### src/ecl_params.svh
// Timing counts and field constants for the edge-count LED current control block
`ifndef ECL_PARAMS_SVH
`define ECL_PARAMS_SVH
`define ECL_CLK_HZ 20000000
`define ECL_LAT_US 500
`define ECL_OFF_US 500
`define ECL_PWM_OFF_US 1000
`define ECL_PWM_ON_NS 2000
`define ECL_LAT_CYC ((`ECL_LAT_US * (`ECL_CLK_HZ / 1000000)))
`define ECL_OFF_CYC ((`ECL_OFF_US * (`ECL_CLK_HZ / 1000000)))
`define ECL_PWM_OFF_CYC ((`ECL_PWM_OFF_US * (`ECL_CLK_HZ / 1000000)))
`define ECL_PWM_ON_CYC ((`ECL_PWM_ON_NS * (`ECL_CLK_HZ / 1000000) + 999) / 1000)
`define ECL_STEP_W 5
`define ECL_CODE_OFF 5'h00
`define ECL_CODE_MAX 5'h01
`define ECL_CNT_W 16
`endif

### src/ecl_pkg.sv
// Types shared by the edge-count LED current control block
package ecl_pkg;
  typedef enum logic [1:0] {
    ECL_V16,
    ECL_V8,
    ECL_V4,
    ECL_VPWM
  } ecl_variant_t;
endpackage

### src/ecl_sync.sv
// Three-stage input synchroniser with second/third agreement filter
`timescale 1ns/10ps
module ecl_sync (
  input wire logic ref_clk,
  input wire logic rst_n,
  input wire logic pin_in,
  output logic level_out
);
  logic s1_r;
  logic s2_r;
  logic s3_r;

  // Stage one feeds only stage two
  always_ff @(posedge ref_clk) begin
    if (!rst_n) begin
      s1_r <= 1'b0;
      s2_r <= 1'b0;
      s3_r <= 1'b0;
    end else begin
      s1_r <= pin_in;
      s2_r <= s1_r;
      s3_r <= s2_r;
    end
  end

  // Level changes only once two and three agree
  always_ff @(posedge ref_clk) begin
    if (!rst_n) begin
      level_out <= 1'b0;
    end else if (s2_r == s3_r) begin
      level_out <= s3_r;
    end
  end
endmodule

### src/ecl_core.sv
// Edge-count and pulse-width control logic for a three-channel LED sink driver
`timescale 1ns/10ps
`include "ecl_params.svh"

// Overview of operation
// RQ1 - Serial variants count rising edges; edge count equals step code.
// RQ2 - From shutdown, first rising edge powers up at full-scale step.
// RQ3 - 16-step variant: each further edge lowers current one step.
// RQ4 - 8-step variant uses codes 1 to 8.
// RQ5 - 4-step variant uses codes 1 to 4.
// RQ6 - Line high for latch timeout applies counted step to sinks.
// RQ7 - Line low beyond off timeout enters shutdown, clears step to zero.
// RQ8 - Edges up to 1 MHz are accepted and counted.
// RQ9 - Serial variants leave doubling mode once supply is sufficient.
// RQ10 - Pulse-width variant latches doubling mode once entered.
// RQ11 - Pulse-width line low 1 ms clears latched doubling mode.
// RQ12 - Pulse-width line low 1 ms enters low-power shutdown.
// RQ13 - Pulse-width line enables device and sets brightness, no counting.
// RQ14 - Line level gates sink conduction so average follows duty.
// RQ15 - Host keeps burst low pulses between 0.3 and 75 us.
// RQ16 - Host keeps burst high intervals at most 75 us.
// RQ17 - Host drives pulse-width signal at 50 kHz or less.
// RQ18 - Sinks turn on about 2 us after pulse-width line rises.
// RQ19 - Edges past the last step hold the minimum-current code.
// RQ20 - One latched step code drives all three sink channels.
module ecl_core (
  input wire logic ref_clk,
  input wire logic rst_n,
  input ecl_pkg::ecl_variant_t variant,
  input wire logic en_line,
  input wire logic supply_low,
  output logic [`ECL_STEP_W-1:0] led_sink_outputs [3],
  output logic [2:0] sink_gate,
  output logic active,
  output logic pump_2x
);
  import ecl_pkg::*;

  logic en_lvl;
  logic en_prev_r;
  logic rise;
  logic [`ECL_CNT_W-1:0] hi_cnt_r;
  logic [`ECL_CNT_W-1:0] lo_cnt_r;
  logic [`ECL_CNT_W-1:0] lo_lim;
  logic [`ECL_STEP_W-1:0] count_r;
  logic [`ECL_STEP_W-1:0] count_nxt;
  logic [`ECL_STEP_W-1:0] step_r;
  logic [`ECL_STEP_W-1:0] last_code;
  logic latched_r;
  logic on_r;
  logic gate_r;
  logic [`ECL_CNT_W-1:0] on_dly_r;
  logic is_pwm;
  logic lo_expired;
  logic supply_lvl;
  logic [`ECL_STEP_W-1:0] shared_code;
  logic shared_gate;

  localparam logic [`ECL_CNT_W-1:0] LAT_CYC = `ECL_CNT_W'(`ECL_LAT_CYC);
  localparam logic [`ECL_CNT_W-1:0] OFF_CYC = `ECL_CNT_W'(`ECL_OFF_CYC);
  localparam logic [`ECL_CNT_W-1:0] PWM_OFF_CYC = `ECL_CNT_W'(`ECL_PWM_OFF_CYC);
  localparam logic [`ECL_CNT_W-1:0] PWM_ON_CYC = `ECL_CNT_W'(`ECL_PWM_ON_CYC);

  // Last valid code of each serial variant
  function automatic logic [`ECL_STEP_W-1:0] max_code(input ecl_variant_t v);
    unique case (v)
      ECL_V16: max_code = 5'h10; // see RQ3
      ECL_V8: max_code = 5'h08; // see RQ4
      ECL_V4: max_code = 5'h04; // see RQ5
      ECL_VPWM: max_code = `ECL_CODE_MAX;
    endcase
  endfunction

  // A zero code means the sinks are off and the block sits in shutdown
  function automatic logic code_on(input logic [`ECL_STEP_W-1:0] c);
    code_on = (c != `ECL_CODE_OFF);
  endfunction

  // Pin is asynchronous, so it goes through the filter
  ecl_sync u_sync (
    .ref_clk(ref_clk),
    .rst_n(rst_n),
    .pin_in(en_line),
    .level_out(en_lvl)
  );

  // The supply indication comes from an analog comparator, so it is filtered too
  ecl_sync u_sync_supply (
    .ref_clk(ref_clk),
    .rst_n(rst_n),
    .pin_in(supply_low),
    .level_out(supply_lvl)
  );

  assign is_pwm = (variant == ECL_VPWM);
  assign last_code = max_code(variant);
  assign rise = en_lvl & ~en_prev_r; // see RQ8
  assign lo_lim = is_pwm ? PWM_OFF_CYC : OFF_CYC;
  assign lo_expired = (lo_cnt_r >= lo_lim);

  // Edge detector on the filtered level
  always_ff @(posedge ref_clk) begin
    if (!rst_n) begin
      en_prev_r <= 1'b0;
    end else begin
      en_prev_r <= en_lvl;
    end
  end

  // Time spent high since the filtered level rose; stops at the latch count
  always_ff @(posedge ref_clk) begin
    if (!rst_n || !en_lvl) begin
      hi_cnt_r <= '0;
    end else if (hi_cnt_r != LAT_CYC) begin
      hi_cnt_r <= hi_cnt_r + 1'b1;
    end
  end

  // Time spent low; it saturates so a parked-low pin never wraps into a burst
  always_ff @(posedge ref_clk) begin
    if (!rst_n || en_lvl) begin
      lo_cnt_r <= '0;
    end else if (!lo_expired) begin
      lo_cnt_r <= lo_cnt_r + 1'b1;
    end
  end

  // Burst counter saturates at the minimum-current code
  always_comb begin
    count_nxt = count_r;
    if (rise) begin
      if (latched_r || !code_on(count_r)) begin
        count_nxt = code_on(step_r) ? step_r : `ECL_CODE_MAX; // see RQ2
        if (code_on(step_r) && step_r < last_code) begin
          count_nxt = step_r + 1'b1; // see RQ3
        end
      end else if (count_r < last_code) begin
        count_nxt = count_r + 1'b1; // see RQ1
      end // see RQ19
    end
  end

  // Serial step tracking; a new burst continues from the applied step
  always_ff @(posedge ref_clk) begin
    if (!rst_n || is_pwm) begin
      count_r <= `ECL_CODE_OFF;
      step_r <= `ECL_CODE_OFF;
      latched_r <= 1'b1;
    end else if (!en_lvl && lo_expired) begin
      count_r <= `ECL_CODE_OFF; // see RQ7
      step_r <= `ECL_CODE_OFF;
      latched_r <= 1'b1;
    end else if (rise) begin
      count_r <= count_nxt;
      latched_r <= 1'b0;
    end else if (en_lvl && !latched_r && hi_cnt_r == LAT_CYC) begin
      step_r <= count_r; // see RQ6
      latched_r <= 1'b1;
    end
  end

  // Pulse-width enable: any high level powers up, a long low shuts down
  always_ff @(posedge ref_clk) begin
    if (!rst_n || !is_pwm) begin
      on_r <= 1'b0;
    end else if (en_lvl) begin
      on_r <= 1'b1; // see RQ13
    end else if (lo_expired) begin
      on_r <= 1'b0; // see RQ12
    end
  end

  // Turn-on delay restarts at every rise, so very short high pulses never reach the sinks
  always_ff @(posedge ref_clk) begin
    if (!rst_n || !is_pwm) begin
      on_dly_r <= '0;
      gate_r <= 1'b0;
    end else begin
      on_dly_r <= !en_lvl ? '0 : (on_dly_r == PWM_ON_CYC) ? on_dly_r : on_dly_r + 1'b1;
      gate_r <= en_lvl && (on_dly_r == PWM_ON_CYC); // see RQ18
    end
  end

  // Doubling mode: serial variants follow supply, pulse-width latches it
  always_ff @(posedge ref_clk) begin
    if (!rst_n) begin
      pump_2x <= 1'b0;
    end else if (is_pwm) begin
      if (!on_r) begin
        pump_2x <= 1'b0; // see RQ11
      end else if (supply_lvl) begin
        pump_2x <= 1'b1; // see RQ10
      end
    end else begin
      pump_2x <= supply_lvl && code_on(step_r); // see RQ9
    end
  end

  // One code and one gate are shared, so the three channels cannot drift apart
  assign shared_code = is_pwm ? (on_r ? `ECL_CODE_MAX : `ECL_CODE_OFF) : step_r;
  assign shared_gate = is_pwm ? gate_r : code_on(step_r);

  // Registered copies for each sink
  generate
    for (genvar i = 0; i < 3; i++) begin : g_ch
      always_ff @(posedge ref_clk) begin
        if (!rst_n) begin
          led_sink_outputs[i] <= `ECL_CODE_OFF;
          sink_gate[i] <= 1'b0;
        end else begin
          led_sink_outputs[i] <= shared_code; // see RQ20
          sink_gate[i] <= shared_gate; // see RQ14
        end
      end
    end
  endgenerate

  // Device powered indication
  always_ff @(posedge ref_clk) begin
    if (!rst_n) begin
      active <= 1'b0;
    end else begin
      active <= is_pwm ? on_r : code_on(step_r);
    end
  end
endmodule

### config.mk
export PLATFORM = sky130hd
export DESIGN_NAME = ecl_core
export DESIGN_NICKNAME = d
export VERILOG_FILES = /design/src/ecl_pkg.sv /design/src/ecl_sync.sv /design/src/ecl_core.sv
export VERILOG_INCLUDE_DIRS = /design/src /design/src/src
export SDC_FILE = /design/constraint.sdc
export NUM_CORES = 1
export LEC_CHECK = 0
export CORE_MARGIN = 2
export CORE_UTILIZATION = 45
export CTS_CLUSTER_DIAMETER = 60
export CTS_CLUSTER_SIZE = 12
export DETAILED_ROUTE_END_ITERATION = 6
export DONT_BUFFER_PORTS = 1
export GPL_TIMING_DRIVEN = 0
export PLACE_DENSITY = 0.59
export SLEW_MARGIN = 10
export SYNTH_ARGS = -nofsm -noshare
export SYNTH_HDL_FRONTEND = slang
export SYNTH_SLANG_ARGS = --single-unit
### constraint.sdc
create_clock -name ref_clk -period 3.1 [get_ports ref_clk]
set_input_delay 0.93 -clock ref_clk [delete_from_list [all_inputs] [get_ports ref_clk]]
set_output_delay 0.93 -clock ref_clk [all_outputs]
set_load 0.005 [all_outputs]
==> tab_implementation.tex <==
\begin{tabular}{lr}
\hline
Metric & Value \\
\hline
\multicolumn{2}{l}{\textbf{Outcome}} \\
Status & completed \\
\multicolumn{2}{l}{\textbf{GRT}} \\
Global routing usage summed across all routing layers & 17.3\% \\
Remaining global-route overflow & 0 \\
Vias in the first global route & 2,725 \\
First-pass GRT wire length & 12,400 um \\
Maximum number of pins on one net before global-route repair & 13 \\
Number of antenna violations at the first check in global routing & 0 \\
\multicolumn{2}{l}{\textbf{Floorplanning}} \\
Width of the die & 96.0 um \\
Core Footprint & 8220 um2 \\
Die area & 9210 um2 \\
Total I/O pin count & 26 \\
Row count & 33 \\
Die Height & 96.0 um \\
Initial cell density of the core & 46.3\% \\
\multicolumn{2}{l}{\textbf{CTS}} \\
Total CTS buffers & 9 \\
Clock buffer depth & 2 \\
CTS tree & done \\
Hold Buf Count CTS & 0 \\
Clock latency at the later pin of the worst-skew pair & 0.34 ns \\
Clock transition time at the flip-flop clock pins of the worst setup and hold paths & 0.08 ns \\
Library cell used as clock root buffer & sky130\_fd\_sc\_hd\_\_clkbuf\_8 \\
H-Tree Level Count & 3 \\
Number of sinks handled by clock tree synthesis & 78 \\
\multicolumn{2}{l}{\textbf{Yosys}} \\
Post-synthesis instance area & 3810 um2 \\
Flip-flop and latch count after synthesis & 78 \\
Top cells by area in the synthesized netlist & sky130\_fd\_sc\_hd\_\_dfxtp\_1, sky130\_fd\_sc\_hd\_\_ha\_1, sky130\_fd\_sc\_hd\_\_nor2\_1, sky130\_fd\_sc\_hd\_\_nand3\_1, sky130\_fd\_sc\_hd\_\_xor2\_1 \\
Most instantiated cells after synthesis & sky130\_fd\_sc\_hd\_\_dfxtp\_1, sky130\_fd\_sc\_hd\_\_nor2\_1, sky130\_fd\_sc\_hd\_\_nand2\_1 \\
Total nets after synthesis & 461 \\
Count of synthesis-stage warnings from yosys & 0 \\
Most common cell in the netlist & sky130\_fd\_sc\_hd\_\_dfxtp\_1 \\
Post-Synthesis Mean Instance Area & 8.71 um2 \\
Primary flip-flop cell chosen by synthesis mapping & sky130\_fd\_sc\_hd\_\_dfxtp\_1 \\
Async set-or-reset flop fraction in the synthesized netlist & 0\% \\
Number of enable-type register cells in the synthesized netlist & 0 \\
Proportion of netlist area held by the largest area contributor & 41.0\% \\
Post-Synthesis Cells & 437 \\
Number of distinct library cell variants in the gate-level netlist after synthesis & 55 \\
Cell type with the highest aggregate area in the netlist & sky130\_fd\_sc\_hd\_\_dfxtp\_1 \\
Share of the yosys chip area belonging to registers & 41.0\% \\
\multicolumn{2}{l}{\textbf{Detailed routing}} \\
Total vias in the final route & 2,986 \\
DRT Wirelength & 7210 um \\
Via density per instance & 5.36 \\
Number of detailed-route iterations in the first pass & 4 \\
Average wire per standard cell & 12.9 um \\
Number of design rule violations left after detail routing & 0 \\
Drt first-iter violations & 71 \\
ANT nets after route & 0 \\
\multicolumn{2}{l}{\textbf{Timing}} \\
Tcrit/Tclk final & 93.1\% \\
Period minus WS final & 2.89 ns \\
Relative slew slack & 52.8\% \\
Setup repair after global routing missed its margin & no \\
Final hold viol count & 0 \\
Setup Viol. Count Final & 0 \\
Worst hold slack after final layout & 0.436 ns \\
Post-layout worst setup margin & 0.215 ns \\
Largest clock skew in the final design & 0.00879 ns \\
Transition time at the pin with the least slew margin & 0.699 ns \\
Maximum clock rate & 347 MHz \\
Setup TNS & 0 ns \\
Slew Viols, Final & 0 \\
\multicolumn{2}{l}{\textbf{Placement}} \\
Minimum setup slack after placement & -0.243 ns \\
Detail Placement HPWL & 5280 um \\
RD Place Congestion & 0.792 \\
Cell total after placement & 542 \\
Number of port buffers & 0 \\
Post-place instance area & 3970 um2 \\
\multicolumn{2}{l}{\textbf{Critical path}} \\
R2R setup slack & 0.87 ns \\
Crit-path cells & and2\_1, buf\_4, inv\_4, clkbuf\_8, ha\_4, a2111oi\_4, o311ai\_4, a211o\_1, buf\_6, or3\_1, a21oi\_1 \\
Number of cells traversed by the worst register-to-register path & 7 \\
Critical Path Fanout Max & 10 \\
Endpoint required time on the critical path & 3.38 ns \\
Signal arrival time at the worst endpoint & 3.16 ns \\
Endpoint of the worst register-to-register path & lo\_cnt\_r[6]\$\_SDFFE\_PP0N\_ \\
CP max-delay cell & sky130\_fd\_sc\_hd\_\_a2111oi\_4 \\
Critical R2R Launch & lo\_cnt\_r[5]\$\_SDFFE\_PP0N\_ \\
Type of the worst setup path & in -> reg \\
Setup crit end kind & flop \\
Startpoint class of the critical path & primary input \\
Delay of the slowest cell on the worst path & 0.40 ns \\
\multicolumn{2}{l}{\textbf{Run}} \\
Max\_cap viols & 0 \\
\multicolumn{2}{l}{\textbf{Cells and area}} \\
Layout cells sized above 1 & 9.51\% \\
Final core area utilization & 50.7\% \\
Total area of multi-input combinational cells & 2060 um2 \\
Post-layout instance area & 4170 um2 \\
Sequential Area & 1560 um2 \\
Fill cells & 778 \\
Synth-to-layout area growth & 9.53\% \\
Fin cells & 557 \\
NumNets Final & 472 \\
Number of antenna repair diodes & 0 \\
\multicolumn{2}{l}{\textbf{Min path}} \\
Number of stages on the worst hold path & 1 \\
Startpoint of the most critical hold path & u\_sync\_supply.s1\_r\$\_SDFF\_PN0\_ \\
Class of the tightest hold or removal check & reg -> reg \\
End point of the worst hold path & u\_sync\_supply.s2\_r\$\_SDFF\_PN0\_ \\
\multicolumn{2}{l}{\textbf{Power}} \\
Switching power total & 0.392 mW \\
Cell Int Power & 1.42 mW \\
Cell Pwr Density & 434 nW/um2 \\
Maximum vdd ir drop & 0.255 mV \\
Fraction of power consumed by sequential logic & 56.0\% \\
Share of total power in combinational logic & 3.1\% \\
Part of the power in the clock network & 40.9\% \\
Switching Share & 21.7\% \\
Design Power & 1.81 mW \\
Static leakage & 1.52 nW \\
\hline
\end{tabular}
-- routing by layer --
layer / vias up / track usage, % / part of all wire (%)
met5: - / 0 / 0
met4: 0 / 6.90 / 1.9
met3: 12 / 4.31 / 3.2
met2: 40 / 27.0 / 45
met1: 1396 / 23.1 / 50
li1: 1538 / - / -
-- sequential cells by signal (all words and copies together) (netlist names), 5 cells and up --
name	count
hi_cnt_r	16
lo_cnt_r	16
on_dly_r	16
count_r	5
led_sink_outputs	5
step_r	5
-- kinds of logic after synthesis --
| kind of cell | count (synthesis) | synth area share (%) |
|---|---|---|
| AO/OA/AOI/OAI | 72 | 13.1 |
| flip-flops | 78 | 41.0 |
| AND/OR/NAND/NOR | 190 | 25.3 |
| XOR/XNOR | 28 | 6.44 |
| multiplexers | 10 | 2.70 |
| buffers and inverters | 41 | 5.56 |
| adder cells (fa/ha/maj) | 18 | 5.92 |
-- cell type report --
type | count | area share (%)
well taps | 105 | 3.15
clock buffers | 11 | 3.39
clock inverters | 4 | 1.14
inverters | 18 | 1.68
multi-input cells | 318 | 49.5
plain buffers | 23 | 3.69
flip-flops and latches | 78 | 37.5
-- how the worst max path moves through the flow --
| stage | start | end | cells after the start | slack, ns |
|---|---|---|---|---|
| finish | variant[0] | lo_cnt_r[6]$_SDFFE_PP0N_ | 11 | 0.21 |
| global route | variant[0] | count_r[2]$_SDFFE_PP0P_ | 11 | 0.1 |
| CTS | variant[0] | lo_cnt_r[13]$_SDFFE_PP0N_ | 10 | 0.12 |
| detailed placement | variant[0] | lo_cnt_r[13]$_SDFFE_PP0N_ | 10 | -0.24 |
| global placement | variant[0] | lo_cnt_r[13]$_SDFFE_PP0N_ | 10 | -0.24 |
| floorplan | variant[0] | lo_cnt_r[10]$_SDFFE_PP0N_ | 11 | 0.007 |
-- what timing repair did --
| item | in CTS | in global routing |
|---|---|---|
| endpoints found under the setup margin | 0 | 1 |
| buffers inserted | 0 | 0 |
| gates resized for setup | 0 | 1 |
-- power by group through the flow --
stage          clock network (mW)  registers [mW]  logic (mW)
3_3_place_gp                    0            1.04      0.0552
2_1_floorplan                   0            1.04      0.0455
3_5_place_dp                    0            1.04      0.0566
6_report                    0.741            1.02      0.0555
5_1_grt                     0.820            1.02      0.0638
4_1_cts                     0.774            1.02      0.0568
-- critical path: cells and delay by family --
kind,cells,cell delay (ns)
adders and majority gates,1,0.20
buffers and inverters,4,0.57
AOI/OAI and AO/OA,4,0.99
and+or+nand+nor,2,0.47
-- cells in the final DEF, fill, tap and decap left out, drive strengths merged, types with 5 or more instances in the layout --
cell type / n
buf: 15
and3: 16
clkbuf: 19
nand2b: 5
nand3: 30
a21oi: 26
or3: 9
ha: 18
and2: 10
nand2: 35
inv: 18
nor2: 54
a31oi: 5
dfxtp: 78
xor2: 17
mux2i: 8
nand4: 8
xnor2: 11
o21ai: 15
Note: power is estimated with default switching activity, not from simulation.
